File: src/verilog/dscl_regs.vh
/*
 * Constants of the DIP switch configuration loader: register offsets,
 * configuration word layout, memory block layout, bus responses and timing.
 * Assumes it is included by bare name and holds definitions only.
 */
`ifndef DSCL_REGS_VH
`define DSCL_REGS_VH

// ****************************************************************
// Register byte offsets on the register bus
// ****************************************************************
`define DSCL_ADDR_W 8
`define DSCL_REG_CFG 8'h00
`define DSCL_REG_STATUS 8'h04
`define DSCL_REG_SRC_LO 8'h08
`define DSCL_REG_SRC_HI 8'h0C
`define DSCL_REG_OWN_LO 8'h10
`define DSCL_REG_OWN_HI 8'h14

// ****************************************************************
// Configuration word layout (16 bits, first bit shifted in is bit 15)
// ****************************************************************
`define DSCL_CFG_WIDTH 16
`define DSCL_F_FILTER 15
`define DSCL_F_HALF 14
`define DSCL_F_SRC_MSB 13
`define DSCL_F_SRC_LSB 8
`define DSCL_F_RATE_HI 7
`define DSCL_F_RATE_LO 6
`define DSCL_F_OWN_MSB 5
`define DSCL_F_OWN_LSB 0

// ****************************************************************
// Setting bits in the upper word of the occupied memory block
// ****************************************************************
`define DSCL_MB_FILTER 15
`define DSCL_MB_SRC_MSB 14
`define DSCL_MB_SRC_LSB 9
`define DSCL_MB_HALF 8

// ****************************************************************
// Status register fields and rate codes in Mbps
// ****************************************************************
`define DSCL_ST_DONE 0
`define DSCL_ST_BUSY 1
`define DSCL_ST_RATE_INV 2
`define DSCL_ST_RATE_LSB 4
`define DSCL_RATE_12 4'hC
`define DSCL_RATE_6 4'h6
`define DSCL_RATE_3 4'h3
`define DSCL_RATE_NONE 4'h0

// ****************************************************************
// Bus responses and serial timing
// ****************************************************************
`define DSCL_RESP_OKAY 2'h0
`define DSCL_RESP_SLVERR 2'h2
`define DSCL_CLK_MHZ 100
`define DSCL_SCLK_HALF_NS 500
`define DSCL_SCLK_HALF_CYC \
  ((`DSCL_SCLK_HALF_NS * `DSCL_CLK_MHZ + 999) / 1000)

`endif

File: src/verilog/dscl_loader.v
/*
 * DIP switch configuration loader with an AXI4-Lite register slave.
 * Reads the 16-bit switch word once after reset, decodes the settings,
 * filters the input pins, selects the output half and shows the station's
 * own memory block image.
 * Assumes a single 100 MHz clock and inputs synchronous to it.
 */
// Behaviour
// - Read 16-bit switch word serially after reset.
// - Closed switch, low level, reads as one.
// - Filter enable bit turns input filtering on.
// - Half select picks lower or upper 32 bits.
// - First bank bits 1-6 give source station.
// - Second bank bits 1-6 give own address.
// - Rate bits choose 12, 6 or 3 Mbps.
// - Copy settings into memory block bits 47-40.
// - Publish inputs in block of own address.
`timescale 1ns/1ps
`include "dscl_regs.vh"

module dscl_loader #(
  parameter SCLK_HALF = `DSCL_SCLK_HALF_CYC
) (
  // Clock and reset
  input wire MCLK,
  input wire NRST,
  // AXI4-Lite write address and data
  input wire [`DSCL_ADDR_W-1:0] AWADDR,
  input wire AWVALID,
  output reg AWREADY,
  input wire [31:0] WDATA,
  input wire [3:0] WSTRB,
  input wire WVALID,
  output reg WREADY,
  // AXI4-Lite write response
  output reg [1:0] BRESP,
  output reg BVALID,
  input wire BREADY,
  // AXI4-Lite read
  input wire [`DSCL_ADDR_W-1:0] ARADDR,
  input wire ARVALID,
  output reg ARREADY,
  output reg [31:0] RDATA,
  output reg [1:0] RRESP,
  output reg RVALID,
  input wire RREADY,
  // Switch reader pins
  input wire SW_DATA,
  output wire SW_CLK,
  output wire SW_LOAD_N,
  // Station pins
  input wire [31:0] DI_PINS,
  output reg [31:0] DO_PINS,
  // Decoded settings
  output reg CFG_VALID,
  output reg INPUT_FILTER_ENABLE,
  output reg OUTPUT_HALF_SELECT,
  output reg [5:0] OUTPUT_SOURCE_STATION,
  output reg [5:0] OWN_STATION_ADDRESS,
  output reg RATE_SELECT_HIGH,
  output reg RATE_SELECT_LOW,
  output reg RATE_INVALID
);

  wire [15:0] sh_word;
  wire sh_done, sh_busy;
  reg [31:0] src_lo_q, src_hi_q;
  reg [31:0] di_s1_q, di_s2_q, di_f_q, di_f_d;
  reg [31:0] rd_d;
  reg rd_ok;
  reg aw_have_q;
  reg w_have_q;
  reg [`DSCL_ADDR_W-1:0] awaddr_q;
  reg [31:0] wdata_q;
  reg [3:0] wstrb_q;
  wire aw_take, w_take, ar_take, wr_fire;
  wire aw_have_d, w_have_d, bvalid_d, rvalid_d;

  // Network rate in Mbps from the two rate bits; both set is no rate
  function [3:0] dscl_rate;
    input hi;
    input lo;
    begin
      case ({hi, lo})
        2'b00: dscl_rate = `DSCL_RATE_12;
        2'b01: dscl_rate = `DSCL_RATE_6;
        2'b10: dscl_rate = `DSCL_RATE_3;
        default: dscl_rate = `DSCL_RATE_NONE;
      endcase
    end
  endfunction

  // ****************************************************************
  // Serial switch read
  // ****************************************************************
  dscl_shifter #(
    .WIDTH(`DSCL_CFG_WIDTH),
    .HALF(SCLK_HALF)
  ) i_dscl_shifter (
    .mclk(MCLK),
    .nrst(NRST),
    .sw_data(SW_DATA),
    .sw_clk_q(SW_CLK),
    .sw_load_n_q(SW_LOAD_N),
    .word_q(sh_word),
    .done_q(sh_done),
    .busy_q(sh_busy)
  );

  // ****************************************************************
  // Capture and decode of the settings
  // ****************************************************************
  // Taken once; later shifter activity cannot disturb the settings
  always @(posedge MCLK or negedge NRST) begin
    if (!NRST) begin
      CFG_VALID <= 1'b0;
      INPUT_FILTER_ENABLE <= 1'b0;
      OUTPUT_HALF_SELECT <= 1'b0;
      OUTPUT_SOURCE_STATION <= 6'h00;
      OWN_STATION_ADDRESS <= 6'h00;
      RATE_SELECT_HIGH <= 1'b0;
      RATE_SELECT_LOW <= 1'b0;
      RATE_INVALID <= 1'b0;
    end else if (sh_done && !CFG_VALID) begin
      CFG_VALID <= 1'b1;
      INPUT_FILTER_ENABLE <= sh_word[`DSCL_F_FILTER];
      OUTPUT_HALF_SELECT <= sh_word[`DSCL_F_HALF];
      OUTPUT_SOURCE_STATION <=
        sh_word[`DSCL_F_SRC_MSB:`DSCL_F_SRC_LSB];
      OWN_STATION_ADDRESS <=
        sh_word[`DSCL_F_OWN_MSB:`DSCL_F_OWN_LSB];
      RATE_SELECT_HIGH <= sh_word[`DSCL_F_RATE_HI];
      RATE_SELECT_LOW <= sh_word[`DSCL_F_RATE_LO];
      // Forbidden setting is flagged only; the rate reads as none
      RATE_INVALID <= sh_word[`DSCL_F_RATE_HI] & sh_word[`DSCL_F_RATE_LO];
    end
  end

  // ****************************************************************
  // Input filter and output half select
  // ****************************************************************
  // With the filter on, a bit follows the pin only after two equal samples, otherwise holds; with it off, it follows the first sample
  always @* begin
    if (INPUT_FILTER_ENABLE) begin
      di_f_d = ((di_s1_q ~^ di_s2_q) & di_s2_q) |
               ((di_s1_q ^ di_s2_q) & di_f_q);
    end else begin
      di_f_d = di_s1_q;
    end
  end

  // Outputs stay low until the settings are known
  always @(posedge MCLK or negedge NRST) begin
    if (!NRST) begin
      di_s1_q <= 32'h00000000;
      di_s2_q <= 32'h00000000;
      di_f_q <= 32'h00000000;
      DO_PINS <= 32'h00000000;
    end else begin
      di_s1_q <= DI_PINS;
      di_s2_q <= di_s1_q;
      di_f_q <= CFG_VALID ? di_f_d : 32'h00000000;
      if (!CFG_VALID) begin
        DO_PINS <= 32'h00000000;
      end else if (OUTPUT_HALF_SELECT) begin
        DO_PINS <= src_hi_q;
      end else begin
        DO_PINS <= src_lo_q;
      end
    end
  end

  // ****************************************************************
  // AXI4-Lite write channel
  // ****************************************************************
  assign aw_take = AWVALID & AWREADY;
  assign w_take = WVALID & WREADY;
  assign wr_fire = aw_have_q & w_have_q & ~BVALID;
  assign aw_have_d = aw_take | (aw_have_q & ~wr_fire);
  assign w_have_d = w_take | (w_have_q & ~wr_fire);
  assign bvalid_d = wr_fire | (BVALID & ~BREADY);

  // Address and data are taken in either order; one write at a time
  always @(posedge MCLK or negedge NRST) begin
    if (!NRST) begin
      aw_have_q <= 1'b0;
      w_have_q <= 1'b0;
      awaddr_q <= {`DSCL_ADDR_W{1'b0}};
      wdata_q <= 32'h00000000;
      wstrb_q <= 4'h0;
      AWREADY <= 1'b0;
      WREADY <= 1'b0;
      BVALID <= 1'b0;
      BRESP <= `DSCL_RESP_OKAY;
    end else begin
      aw_have_q <= aw_have_d;
      w_have_q <= w_have_d;
      AWREADY <= ~aw_have_d & ~bvalid_d;
      WREADY <= ~w_have_d & ~bvalid_d;
      BVALID <= bvalid_d;
      if (aw_take) begin
        awaddr_q <= AWADDR;
      end
      if (w_take) begin
        wdata_q <= WDATA;
        wstrb_q <= WSTRB;
      end
      if (wr_fire) begin
        case (awaddr_q)
          `DSCL_REG_CFG, `DSCL_REG_STATUS, `DSCL_REG_SRC_LO,
          `DSCL_REG_SRC_HI, `DSCL_REG_OWN_LO, `DSCL_REG_OWN_HI:
            BRESP <= `DSCL_RESP_OKAY;
          default: BRESP <= `DSCL_RESP_SLVERR;
        endcase
      end
    end
  end

  // Source block image, written per byte lane
  genvar gb;
  generate
    for (gb = 0; gb < 4; gb = gb + 1) begin : g_lane
      always @(posedge MCLK or negedge NRST) begin
        if (!NRST) begin
          src_lo_q[gb*8+7:gb*8] <= 8'h00;
          src_hi_q[gb*8+7:gb*8] <= 8'h00;
        end else if (wr_fire && wstrb_q[gb]) begin
          if (awaddr_q == `DSCL_REG_SRC_LO) begin
            src_lo_q[gb*8+7:gb*8] <= wdata_q[gb*8+7:gb*8];
          end
          if (awaddr_q == `DSCL_REG_SRC_HI) begin
            src_hi_q[gb*8+7:gb*8] <= wdata_q[gb*8+7:gb*8];
          end
        end
      end
    end
  endgenerate

  // ****************************************************************
  // AXI4-Lite read channel
  // ****************************************************************
  assign ar_take = ARVALID & ARREADY;
  assign rvalid_d = ar_take | (RVALID & ~RREADY);

  // Read decode; unmapped offsets read zero with an error response
  always @* begin
    rd_d = 32'h00000000;
    rd_ok = 1'b1;
    case (ARADDR)
      `DSCL_REG_CFG: rd_d[15:0] = CFG_VALID ? sh_word : 16'h0000;
      `DSCL_REG_STATUS: begin
        rd_d[`DSCL_ST_DONE] = CFG_VALID;
        rd_d[`DSCL_ST_BUSY] = sh_busy;
        rd_d[`DSCL_ST_RATE_INV] = RATE_INVALID;
        rd_d[`DSCL_ST_RATE_LSB+3:`DSCL_ST_RATE_LSB] =
          CFG_VALID ? dscl_rate(RATE_SELECT_HIGH, RATE_SELECT_LOW)
                    : `DSCL_RATE_NONE;
      end
      `DSCL_REG_SRC_LO: rd_d = src_lo_q;
      `DSCL_REG_SRC_HI: rd_d = src_hi_q;
      `DSCL_REG_OWN_LO: rd_d = di_f_q;
      `DSCL_REG_OWN_HI: begin
        rd_d[`DSCL_MB_FILTER] = INPUT_FILTER_ENABLE;
        rd_d[`DSCL_MB_SRC_MSB:`DSCL_MB_SRC_LSB] = OUTPUT_SOURCE_STATION;
        rd_d[`DSCL_MB_HALF] = OUTPUT_HALF_SELECT;
      end
      default: rd_ok = 1'b0;
    endcase
  end

  // Data is latched at the address handshake and held until taken
  always @(posedge MCLK or negedge NRST) begin
    if (!NRST) begin
      ARREADY <= 1'b0;
      RVALID <= 1'b0;
      RDATA <= 32'h00000000;
      RRESP <= `DSCL_RESP_OKAY;
    end else begin
      ARREADY <= ~rvalid_d;
      RVALID <= rvalid_d;
      if (ar_take) begin
        RDATA <= rd_d;
        RRESP <= rd_ok ? `DSCL_RESP_OKAY : `DSCL_RESP_SLVERR;
      end
    end
  end

endmodule

File: src/verilog/dscl_shifter.v
/*
 * Serial reader for the switch-reader chip: one load pulse, then a
 * configuration word shifted in most significant bit first.
 * Assumes the reader chip presents each bit before the rising edge of the
 * serial clock and that switch inputs are synchronous to MCLK.
 */
`timescale 1ns/1ps
`include "dscl_regs.vh"

module dscl_shifter #(
  parameter WIDTH = `DSCL_CFG_WIDTH,
  parameter HALF = `DSCL_SCLK_HALF_CYC
) (
  // Clock and reset
  input wire mclk,
  input wire nrst,
  // Switch reader pins
  input wire sw_data,
  output reg sw_clk_q,
  output reg sw_load_n_q,
  // Captured word
  output reg [WIDTH-1:0] word_q,
  output reg done_q,
  output reg busy_q
);

  localparam [1:0] ST_IDLE = 2'h0;
  localparam [1:0] ST_LOAD = 2'h1;
  localparam [1:0] ST_SHIFT = 2'h2;
  localparam [1:0] ST_DONE = 2'h3;
  localparam integer HALF_M1_I = HALF - 1;
  localparam integer LAST_BIT_I = WIDTH - 1;
  // Counters are 16 and 8 bits wide; the constants are cut to match
  localparam [15:0] HALF_M1 = HALF_M1_I[15:0];
  localparam [7:0] LAST_BIT = LAST_BIT_I[7:0];

  reg [1:0] state_q;
  reg [15:0] cnt_q;
  reg [7:0] bit_q;
  wire tick;

  assign tick = (cnt_q == HALF_M1);

  // ****************************************************************
  // Sequencer: starts by itself once reset is released
  // ****************************************************************
  // The read runs exactly once per reset, so no restart path exists
  always @(posedge mclk or negedge nrst) begin
    if (!nrst) begin
      state_q <= ST_IDLE;
      cnt_q <= 16'h0000;
      bit_q <= 8'h00;
      sw_clk_q <= 1'b0;
      sw_load_n_q <= 1'b1;
      word_q <= {WIDTH{1'b0}};
      done_q <= 1'b0;
      busy_q <= 1'b0;
    end else begin
      cnt_q <= tick ? 16'h0000 : cnt_q + 16'h0001;
      case (state_q)
        ST_IDLE: begin
          state_q <= ST_LOAD;
          busy_q <= 1'b1;
          sw_load_n_q <= 1'b0;
          cnt_q <= 16'h0000;
        end
        ST_LOAD: begin
          if (tick) begin
            sw_load_n_q <= 1'b1;
            state_q <= ST_SHIFT;
          end
        end
        ST_SHIFT: begin
          if (tick) begin
            sw_clk_q <= ~sw_clk_q;
            if (!sw_clk_q) begin
              // Closed switch pulls low, so low reads as one
              word_q <= {word_q[WIDTH-2:0], ~sw_data};
            end else if (bit_q == LAST_BIT) begin
              state_q <= ST_DONE;
            end else begin
              bit_q <= bit_q + 8'h01;
            end
          end
        end
        ST_DONE: begin
          done_q <= 1'b1;
          busy_q <= 1'b0;
        end
        default: begin
          state_q <= ST_IDLE;
        end
      endcase
    end
  end

endmodule
File: config.mk
export PLATFORM = sky130hd
export DESIGN_NAME = dscl_loader
export DESIGN_NICKNAME = d
export VERILOG_FILES = /design/src/verilog/dscl_loader.v /design/src/verilog/dscl_shifter.v
export VERILOG_INCLUDE_DIRS = /design/src /design/src/verilog
export SDC_FILE = /design/constraint.sdc
export NUM_CORES = 1
export LEC_CHECK = 0
export BUFFER_PORTS_ARGS = -buffer_cell sky130_fd_sc_hd__buf_2
export CORE_MARGIN = 4
export CORE_UTILIZATION = 30
export CTS_BUF_LIST = sky130_fd_sc_hd__clkbuf_16
export DETAILED_ROUTE_END_ITERATION = 10
export SETUP_SLACK_MARGIN = 0.02
export SYNTH_ARGS = -nofsm -noshare
export SYNTH_HDL_FRONTEND = slang
export SYNTH_SLANG_ARGS = --single-unit
File: constraint.sdc
create_clock -name MCLK -period 3.12 [get_ports MCLK]
set_input_delay 0.624 -clock MCLK [delete_from_list [all_inputs] [get_ports MCLK]]
set_output_delay 0.624 -clock MCLK [all_outputs]
set_load 0.02 [all_outputs]
==> results.toml, run 1 <==
[setup_path]
required_ns = 2.50
reg2reg_from = "awaddr_q[0]"
path_buf_inv = 1
slowest_delay_ns = 0.80
cp_max_fo = 21
critPathKind = "reg -> out"
path_delay_family = "flip-flops"
rr_worst_depth = 5
crit_end = "OUTPUT_HALF_SELECT"
cp_num_cells = 1
slowest_stage = "dfrtp_2"
critPathLaunch = "OUTPUT_HALF_SELECT"
r2r_end = "src_hi_q[6]"
crit_chain = "buf_2"
cp-end-kind = "output port"
reg2reg_setup_slack_ns = 0.87
arrival_ns = 1.64
startpoint_type = "register"

[synth]
avgSynthCellArea_sq_um = 13.0
ys_seq_area_share_pct = 60.4
synth_warnings = 0
synth_area_sq_um = 14100
ys_seq_elements = 341
synth_fa_ha_area_share_pct = 3.99
synthFlopType = "dfrtp_1"
synth_top_family_by_area = "multiplexers"
synthMuxAreaShare_pct = 16.5
async_reset_ff_share_pct = 100
synth_edf_count = 0
synth_xor_area_share_pct = 1.36
yosys.area_share.simple_pct = 8.06
synth.distinct_cells = 55
syn_inst = 1084
synth_compound_area_share_pct = 7.57

[clock_network]
cts_hold_buf = 0
numCtsBuffers = 37
cts_tree = "built"
cts_setup_buffers = 0
clk_latency_ns = 0.53
clk_path_buf_depth = 3
cts.sinks = 341
cts-htree-levels = 2
cts-root-buf = "clkbuf_16"
ctsResizeCount = 0
clkTransAtPathRegs_ns = 0.06

[pwr]
p_int_uw = 8400
switching_power_uw = 2740
p_leak_uw = 0.00813
max-vdd-ir-drop_v = 0.000351
switching_share_pct = 24.6
power-per-cell-area_nw_per_um2 = 653
combPwrFrac_pct = 10.3
seqPwrFrac_pct = 47.6
power.clock.fraction_pct = 42.2
finalPower_uw = 11100

[floorplanning]
die_y_microns = 225
initial_utilization_pct = 30.3
dieWidth_microns = 225
boundaryPins = 185
die_area_sq_um = 50600
core_area_sq_um = 46600
row_count = 79

[routing]
dr.pass1.iters = 6
wl_microns = 34800
drt_iter0_markers = 544
viasPerCell = 4.65
vias = 8859
wl_per_cell_microns = 18.3
ant_nets = 0
drc = 0

[global_routing]
grt_overflow = 0
grt_usage_pct = 13.7
grt_first_pass_wirelength_microns = 54700
grt_pass1_vias = 9313
antenna_found_initial = 5
grt_max_degree = 76

[placed_design]
place_congestion = 0.864
numPortBuffers = 182
dpl.hpwl_microns = 24300
dpl.cell_count = 1840

[sta]
hold_violations = 0
relSlewSlack_pct = 35.1
fin_tns_setup_ns = 0
max_freq_mhz = 441
timing.hold.ws_ns = 0.0270
min_period_over_period_pct = 72.7
slew_violations = 0
worst_slew_pin_slew_ns = 0.973
period_minus_slack_ns = 2.27
finClkSkew_ns = 0.0186
setup_violations = 0
rsz0062_at_grt = "no"

[final_layout]
nets = 1409
area_growth_pct = 21.0
antenna_cells = 0
stdcell_count = 1905
drive_gt1_share_pct = 32.9

[worst_hold_path]
hp-class = "in -> async"

[job]
drv_cap = 0

[outcome]
status = "completed"
-- registers in the layout (all words and copies together), names as in the netlist, 2 cells and up --
name,count
DO_PINS,32
OUTPUT_SOURCE_STATION,6
OWN_STATION_ADDRESS,6
RDATA,32
awaddr_q,8
di_f_q,32
di_s1_q,32
di_s2_q,32
i_dscl_shifter.bit_q,8
i_dscl_shifter.cnt_q,16
i_dscl_shifter.state_q,2
i_dscl_shifter.word_q,16
src_hi_q,32
src_lo_q,32
wdata_q,32
wstrb_q,4
-- stage by stage --
step	worst slack, ns	util (%)	cell area [sq um]
after floorplan	1.17	-	14100
after CTS	0.796	36.7	17100
final	0.851	36.7	17100
after global routing	0.775	36.7	17100
after global placement	0.783	33.9	15800
after detailed placement	0.700	33.9	15800
-- power by group through the flow --
stage,clock [uW],combinational [uW],sequential (uW)
after floorplan,0,682,5330
after global placement,0,1140,5350
after detailed placement,0,1160,5380
after CTS,4850,1170,5310
after global routing,5020,1270,5370
final,4700,1140,5300
-- cells in the final DEF (no fill, tap or decap), types with 9 or more instances in the layout --
| cell type | synthesis | layout |
|---|---|---|
| a21oi_1 | 87 | 87 |
| xnor2_1 | 12 | 12 |
| nor2_1 | 58 | 58 |
| a221oi_1 | 9 | 9 |
| nand3_1 | 17 | 17 |
| nand4_1 | 10 | 10 |
| a22oi_1 | 12 | 12 |
| mux2_2 | 142 | 142 |
| nor2b_1 | 35 | 35 |
| xor2_1 | 10 | 10 |
| o21ai_0 | 69 | 69 |
| mux2i_1 | 57 | 57 |
| buf_4 | 2 | 13 |
| dfrtp_1 | 340 | 337 |
| inv_1 | 14 | 16 |
| nand2_1 | 40 | 40 |
| clkbuf_16 | 0 | 39 |
| buf_2 | 7 | 181 |
| ha_1 | 45 | 45 |
| clkinv_1 | 0 | 10 |
-- worst min path at each step --
stage	from	depth (start not counted)	slack (ns)	to
after floorplan	NRST	0	0.33	ARREADY
after global placement	di_s1_q[8]	0	0.38	di_s2_q[8]
after detailed placement	di_s1_q[9]	0	0.39	di_s2_q[9]
after CTS	NRST	1	0.04	awaddr_q[0]
after global routing	NRST	1	0.05	w_have_q
final	NRST	1	0.03	w_have_q
-- synth_stat cells (2+ instances only) --
cell	n	area share (%)
nand2_4	8	0.64
a221oi_1	9	0.56
and3_1	6	0.27
mux2i_1	57	4.0
dfrtp_1	340	60
o221ai_1	3	0.19
a32oi_1	4	0.25
nor2b_1	35	1.6
a22oi_1	12	0.64
xnor2_1	12	0.74
buf_4	2	0.11
nor4b_1	2	0.12
xor2_1	10	0.62
a21oi_1	87	3.1
inv_1	14	0.37
nand3_1	17	0.60
or2_2	2	0.089
nor4_1	5	0.22
and2_1	2	0.089
mux2_4	8	0.85
nand4_1	10	0.44
o21a_1	3	0.16
buf_2	7	0.25
mux2_2	142	11
nor3_1	6	0.21
ha_1	45	4.0
clkbuf_1	37	0.98
nor2_1	58	1.5
buf_6	3	0.24
mux2_1	4	0.32
nand2_1	40	1.1
o21ai_0	69	2.4
buf_1	3	0.080
-- kinds of logic (layout without fill, tap and decap cells) --
kind of cell | count (synthesis) | in the layout
muxes | 211 | 211
AOI/OAI and AO/OA | 191 | 191
other | 1 | 2
xor gates and xnor gates | 22 | 22
adders and majority gates | 45 | 45
DFF | 341 | 341
buffers and inverters | 66 | 279
and+or+nand+nor | 207 | 207
-- area by class of cell --
type / count / area [sq um]
Timing Repair Buffer: 200 / 1120
Clock buffer: 39 / 976
Sequential cell: 341 / 8540
Multi-Input combinational cell: 678 / 5310
Fill cell: 4446 / 29500
Inverter: 14 / 52.6
Tap cell: 607 / 759
Clock inverter: 26 / 328
-- per-layer routing --
metal | up-vias | part of all wire, % | global-route usage (%) | wire length [microns]
li1 | 4213 | - | - | -
met1 | 4403 | 47 | 19.4 | 16500
met2 | 169 | 45 | 21.0 | 15600
met3 | 66 | 4.9 | 2.94 | 1710
met4 | 8 | 2.9 | 4.39 | 999
met5 | - | 0.12 | 0 | 42
(Power assumes the default switching activity.)
==> inputs of run 2 (changes only) <==
--- a/config.mk
+++ b/config.mk
@@ -6,6 +6,7 @@
 export SDC_FILE = /design/constraint.sdc
 export NUM_CORES = 1
 export LEC_CHECK = 0
+export ABC_AREA = 1
 export BUFFER_PORTS_ARGS = -buffer_cell sky130_fd_sc_hd__buf_2
 export CORE_MARGIN = 4
 export CORE_UTILIZATION = 30
==> constraint.sdc (replaced) <==
create_clock -name MCLK -period 2.1 [get_ports MCLK]
set_input_delay 0.42 -clock MCLK [delete_from_list [all_inputs] [get_ports MCLK]]
set_output_delay 0.42 -clock MCLK [all_outputs]
set_load 0.02 [all_outputs]
==> results.toml, run 2 <==
[final_layout]
fill_cells = 4899
final_cell_mix = "dfrtp_1 (338), nand2_1 (246), buf_2 (181)"
area_growth_pct = 21.9
drive_gt1_share_pct = 23.0
nets = 1886
final_util_pct = 37.0
final_common_cell = "dfrtp_1"

[setup_path]
arrival_ns = 1.51
reg2reg_setup_slack_ns = 0.38
r2r_end = "i_dscl_shifter.word_q[3]"
critPathKind = "reg -> out"
slowest_delay_ns = 0.68
rr_worst_depth = 7
cp-end-kind = "output port"
reg2reg_from = "i_dscl_shifter.state_q[0]"
cp_max_fo = 37
slowest_stage = "dfrtp_4"
required_ns = 1.68
startpoint_type = "register"
path_delay_family = "flip-flops"
path_buf_inv = 1
crit_chain = "buf_2"

[global_routing]
grt_pass1_vias = 11177
grt_max_degree = 61
grt_usage_pct = 15.5
grt_first_pass_wirelength_microns = 65200
antenna_found_initial = 2
grt_overflow = 0

[worst_hold_path]
hp-class = "in -> reg"
hold_path_depth = 2
hold_path_end = "i_dscl_shifter.word_q[0]"
min-delay-start = "SW_DATA"

[sta]
fin_tns_setup_ns = 0
hold_violations = 0
min_period_over_period_pct = 91.8
worst_slew_pin_slew_ns = 0.593
rsz0062_at_grt = "no"
max_freq_mhz = 519
finClkSkew_ns = 0.0108
setup_violations = 0
period_minus_slack_ns = 1.93
relSlewSlack_pct = 60.5
slew_violations = 0

[placed_design]
place_congestion = 0.900
numPortBuffers = 182
dpl.hpwl_microns = 29700

[pwr]
p_leak_uw = 0.00909
power-per-cell-area_nw_per_um2 = 901
max-vdd-ir-drop_v = 0.000653

[synth]
synth_warnings = 0
synth_xor_area_share_pct = 0.884
synthTopCellsByCount = "dfrtp_1 (340), nand2_1 (247), nor2_1 (176)"
ys_seq_elements = 341
avgSynthCellArea_sq_um = 9.69
synthFlopType = "dfrtp_1"
ys_seq_area_share_pct = 57.4
synth_compound_area_share_pct = 11.4
synth_area_leader_cell = "dfrtp_1"
synth.distinct_cells = 38
synth_edf_count = 0
synthMuxAreaShare_pct = 0.0757
synth_most_common_cell = "dfrtp_1"
async_reset_ff_share_pct = 100
syn_inst = 1535
yosys.area_share.simple_pct = 20.3
synth_fa_ha_area_share_pct = 3.79
synth_area_sq_um = 14900
yosys-top-cells-area = "dfrtp_1 (57%), nand2_1 (6.2%), nand3_1 (5.4%)"
synth_top_family_by_area = "simple AND/OR/NAND/NOR gates"
synth_top_area_share_pct = 57.2

[clock_network]
cts-root-buf = "clkbuf_16"
clk_path_buf_depth = 3
cts.sinks = 341
clkTransAtPathRegs_ns = 0.06
clk_latency_ns = 0.56
numCtsBuffers = 39
cts_tree = "built"
cts-htree-levels = 2
cts_setup_buffers = 0

[floorplanning]
die_y_microns = 231
initial_utilization_pct = 30.4
boundaryPins = 185
core_area_sq_um = 49000
row_count = 81
dieWidth_microns = 231
die_area_sq_um = 53200

[routing]
drc = 0
wl_per_cell_microns = 16.9
viasPerCell = 4.63
dr.pass1.iters = 5
wl_microns = 41300
ant_nets = 0
drt_iter0_markers = 777
vias = 11297

[job]
drv_cap = 0

[outcome]
status = "completed"
run 2: routing by layer:
metal	global-route usage [%]	share of wire [%]	vias up
met5	0	0.036	-
met2	23.4	44	302
li1	-	-	5443
met3	3.55	6.1	72
met4	5.58	3.3	4
met1	22.0	46	5476
run 2: worst max path at each step:
stage,to,startpoint,cells after the start,slack (ns)
after global routing,CFG_VALID,CFG_VALID,1,0.09
after detailed placement,RDATA[13],ARADDR[1],8,0.37
after floorplan,i_dscl_shifter.bit_q[2],i_dscl_shifter.bit_q[0],8,0.63
final,CFG_VALID,CFG_VALID,1,0.17
after CTS,CFG_VALID,CFG_VALID,1,0.13
after global placement,RDATA[14],ARADDR[5],7,0.39
run 2: power by group:
part	internal, uW	leakage (uW)	switching, uW
logic	617	0.00406	1470
clock network	4010	0.000630	2790
registers	7160	0.00439	286
run 2: cell type report:
| class | instances | area (sq um) | share of cell area, % |
|---|---|---|---|
| multi-input cells | 988 | 5420 | 29.9 |
| clock buffers | 39 | 976 | 5.38 |
| diodes | 1 | 2.50 | 0.0138 |
| flip-flops and latches | 341 | 8540 | 47.1 |
| inverters | 135 | 507 | 2.80 |
| clock inverters | 30 | 285 | 1.57 |
| repair buffers | 244 | 1570 | 8.65 |
| well taps | 664 | 831 | 4.58 |
run 2: per-stage QoR:
step	std cells	hold WS, ns	worst slack [ns]	total power, uW	area (sq um)
after global placement	2339	0.384	0.393	9570	16500
after global routing	2441	0.0469	0.0922	17100	18100
after CTS	2441	0.0355	0.133	16600	18100
final	2442	0.0591	0.172	16300	18100
after detailed placement	2339	0.388	0.366	9650	16500
after floorplan	1536	0.124	0.627	8810	14900
run 2: logic make-up (layout without fill, tap and decap cells):
| family | Yosys count | in the layout |
|---|---|---|
| and+or+nand+nor | 657 | 657 |
| other | 1 | 3 |
| adders and majority gates | 45 | 45 |
| DFF | 341 | 341 |
| buffers and inverters | 207 | 448 |
| AOI/OAI and AO/OA | 268 | 268 |
| muxes | 1 | 1 |
| xor gates and xnor gates | 15 | 15 |
run 2: what timing repair did:
item                       4_1_cts  5_1_grt
hold buffers                    33        0
hold endpoints to repair        78        0
resized for setup                1        0
setup endpoints to repair        1        0
==> inputs of run 3 (changes only) <==
--- a/config.mk
+++ b/config.mk
@@ -12,6 +12,7 @@
 export CORE_UTILIZATION = 30
 export CTS_BUF_LIST = sky130_fd_sc_hd__clkbuf_16
 export DETAILED_ROUTE_END_ITERATION = 10
+export PLACE_DENSITY_LB_ADDON = 0.05
 export SETUP_SLACK_MARGIN = 0.02
 export SYNTH_ARGS = -nofsm -noshare
 export SYNTH_HDL_FRONTEND = slang
==> results.toml, run 3 (synthesis gave the netlist of run 2 again) <==
[outcome]
status = "completed"

[final_layout]
final_cell_mix = "dfrtp_1 (338), nand2_1 (246), buf_2 (181)"
final_common_cell = "dfrtp_1"
drive_gt1_share_pct = 23.0
nets = 1893
area_growth_pct = 23.0
fill_cells = 4987
final_util_pct = 37.4
stdcell_count = 2451

[setup_path]
cp-end-kind = "output port"
path_buf_inv = 1
slowest_stage = "dfrtp_1"
cp_max_fo = 15
arrival_ns = 1.58
startpoint_type = "register"
critPathKind = "reg -> out"
required_ns = 1.68
slowest_delay_ns = 0.73
crit_chain = "buf_2"
path_delay_family = "flip-flops"

[global_routing]
grt_usage_pct = 16.6
grt_overflow = 0
grt_use_met1_pct = 25.2
grt_util_met3_pct = 3.32
grt_max_degree = 70
antenna_found_initial = 5
grt_first_pass_wirelength_microns = 69400
grt_use_met2_pct = 24.2
grt_pass1_vias = 11245
grt-busiest-layer = "met1"

[routing]
drt_iter0_markers = 616
viasPerCell = 4.53
wl_microns = 43800
ant_nets = 0
wl_per_cell_microns = 17.9
dr.pass1.iters = 5
drc = 0
vias = 11108

[clock_network]
cts-root-buf = "clkbuf_16"
cts.sinks = 341
clk_path_buf_depth = 3
clk_latency_ns = 0.56
cts_tree = "built"
clkTransAtPathRegs_ns = 0.06
cts-htree-levels = 2
numCtsBuffers = 43
ctsResizeCount = 0

[floorplanning]
initial_utilization_pct = 30.4
die_area_sq_um = 53200
dieWidth_microns = 231
die_y_microns = 231
boundaryPins = 185
row_count = 81
core_area_sq_um = 49000

[sta]
setup_violations = 0
rsz0062_at_grt = "no"
relSlewSlack_pct = 58.8
finClkSkew_ns = 0.0142
slew_violations = 0
max_freq_mhz = 501
period_minus_slack_ns = 2.00
fin_tns_setup_ns = 0
worst_slew_pin_slew_ns = 0.617
min_period_over_period_pct = 95.0
hold_violations = 0
finalWorstSetupSlack_ns = 0.105

[pwr]
switching_power_uw = 4620
switching_share_pct = 27.6
power-per-cell-area_nw_per_um2 = 915
max-vdd-ir-drop_v = 0.000478
p_int_uw = 12100
p_leak_uw = 0.00919
combPwrFrac_pct = 12.8
power.clock.fraction_pct = 42.8
seqPwrFrac_pct = 44.4

[placed_design]
numPortBuffers = 182
dp_slack_ns = 0.359
dpl.hpwl_microns = 31100
dpl.cell_count = 2342
place_congestion = 0.766

[worst_hold_path]
hp-class = "in -> reg"

[job]
drv_cap = 0
==> run 3: cell count changes in the layout (fill, tap and decap cells not counted), sizes merged <==
cell / previous run / this run
buf: 211 / 214
inv: 142 / 143
diode: 1 / 2
clkbuf: 39 / 45
clkinvlp: 2 / 1
bufinv: 5 / 4
==> run 3: what timing repair did <==
item	in CTS	in global routing
hold buffers	33	0
endpoints found under the hold margin	62	0
endpoints found under the setup margin	0	0
setup buffers	0	0
==> run 3: area by class of cell <==
type | instances | area (sq um) | area share (%)
Antenna cell | 2 | 5.00 | 0.0274
Timing Repair Buffer | 247 | 1640 | 8.97
Inverter | 135 | 507 | 2.77
Tap cell | 664 | 831 | 4.54
Clock buffer | 45 | 1130 | 6.16
Multi-Input combinational cell | 988 | 5420 | 29.6
Sequential cell | 341 | 8540 | 46.7
Clock inverter | 29 | 226 | 1.24
==> run 3: path summary, 6_finish.rpt <==
kind	depth (start not counted)	to	slack [ns]	from
max in group asynchronous	3	di_s2_q[23]	1.01	NRST
hold / removal	2	i_dscl_shifter.word_q[0]	0.04	SW_DATA
setup reg to reg	8	i_dscl_shifter.bit_q[3]	0.45	i_dscl_shifter.cnt_q[7]
hold reg to reg	0	di_s2_q[26]	0.40	di_s1_q[26]
setup / recovery	1	OUTPUT_HALF_SELECT	0.10	OUTPUT_HALF_SELECT
min in group asynchronous	2	i_dscl_shifter.cnt_q[6]	0.36	NRST
==> run 3: power groups by stage <==
stage | logic (uW) | registers, uW | clock network [uW]
floorplan | 1220 | 7590 | 0
global placement | 2110 | 7550 | 0
detailed placement | 2140 | 7550 | 0
CTS | 2200 | 7440 | 7460
global route | 2410 | 7500 | 7710
finish | 2140 | 7430 | 7170
==> run 3: stage by stage <==
step	cell area (sq um)	power (uW)	hold slack, ns
after detailed placement	16600	9700	0.357
after global placement	16600	9660	0.355
after global routing	18300	17600	0.0250
final	18300	16700	0.0429
after floorplan	14900	8810	0.124
after CTS	18300	17100	0.00244
==> run 3: routing by layer <==
layer / routed length (microns) / part of all wire [%]
met3: 2350 / 5.4
met4: 793 / 1.8
met2: 18700 / 43
met5: 22 / 0.050
met1: 22000 / 50
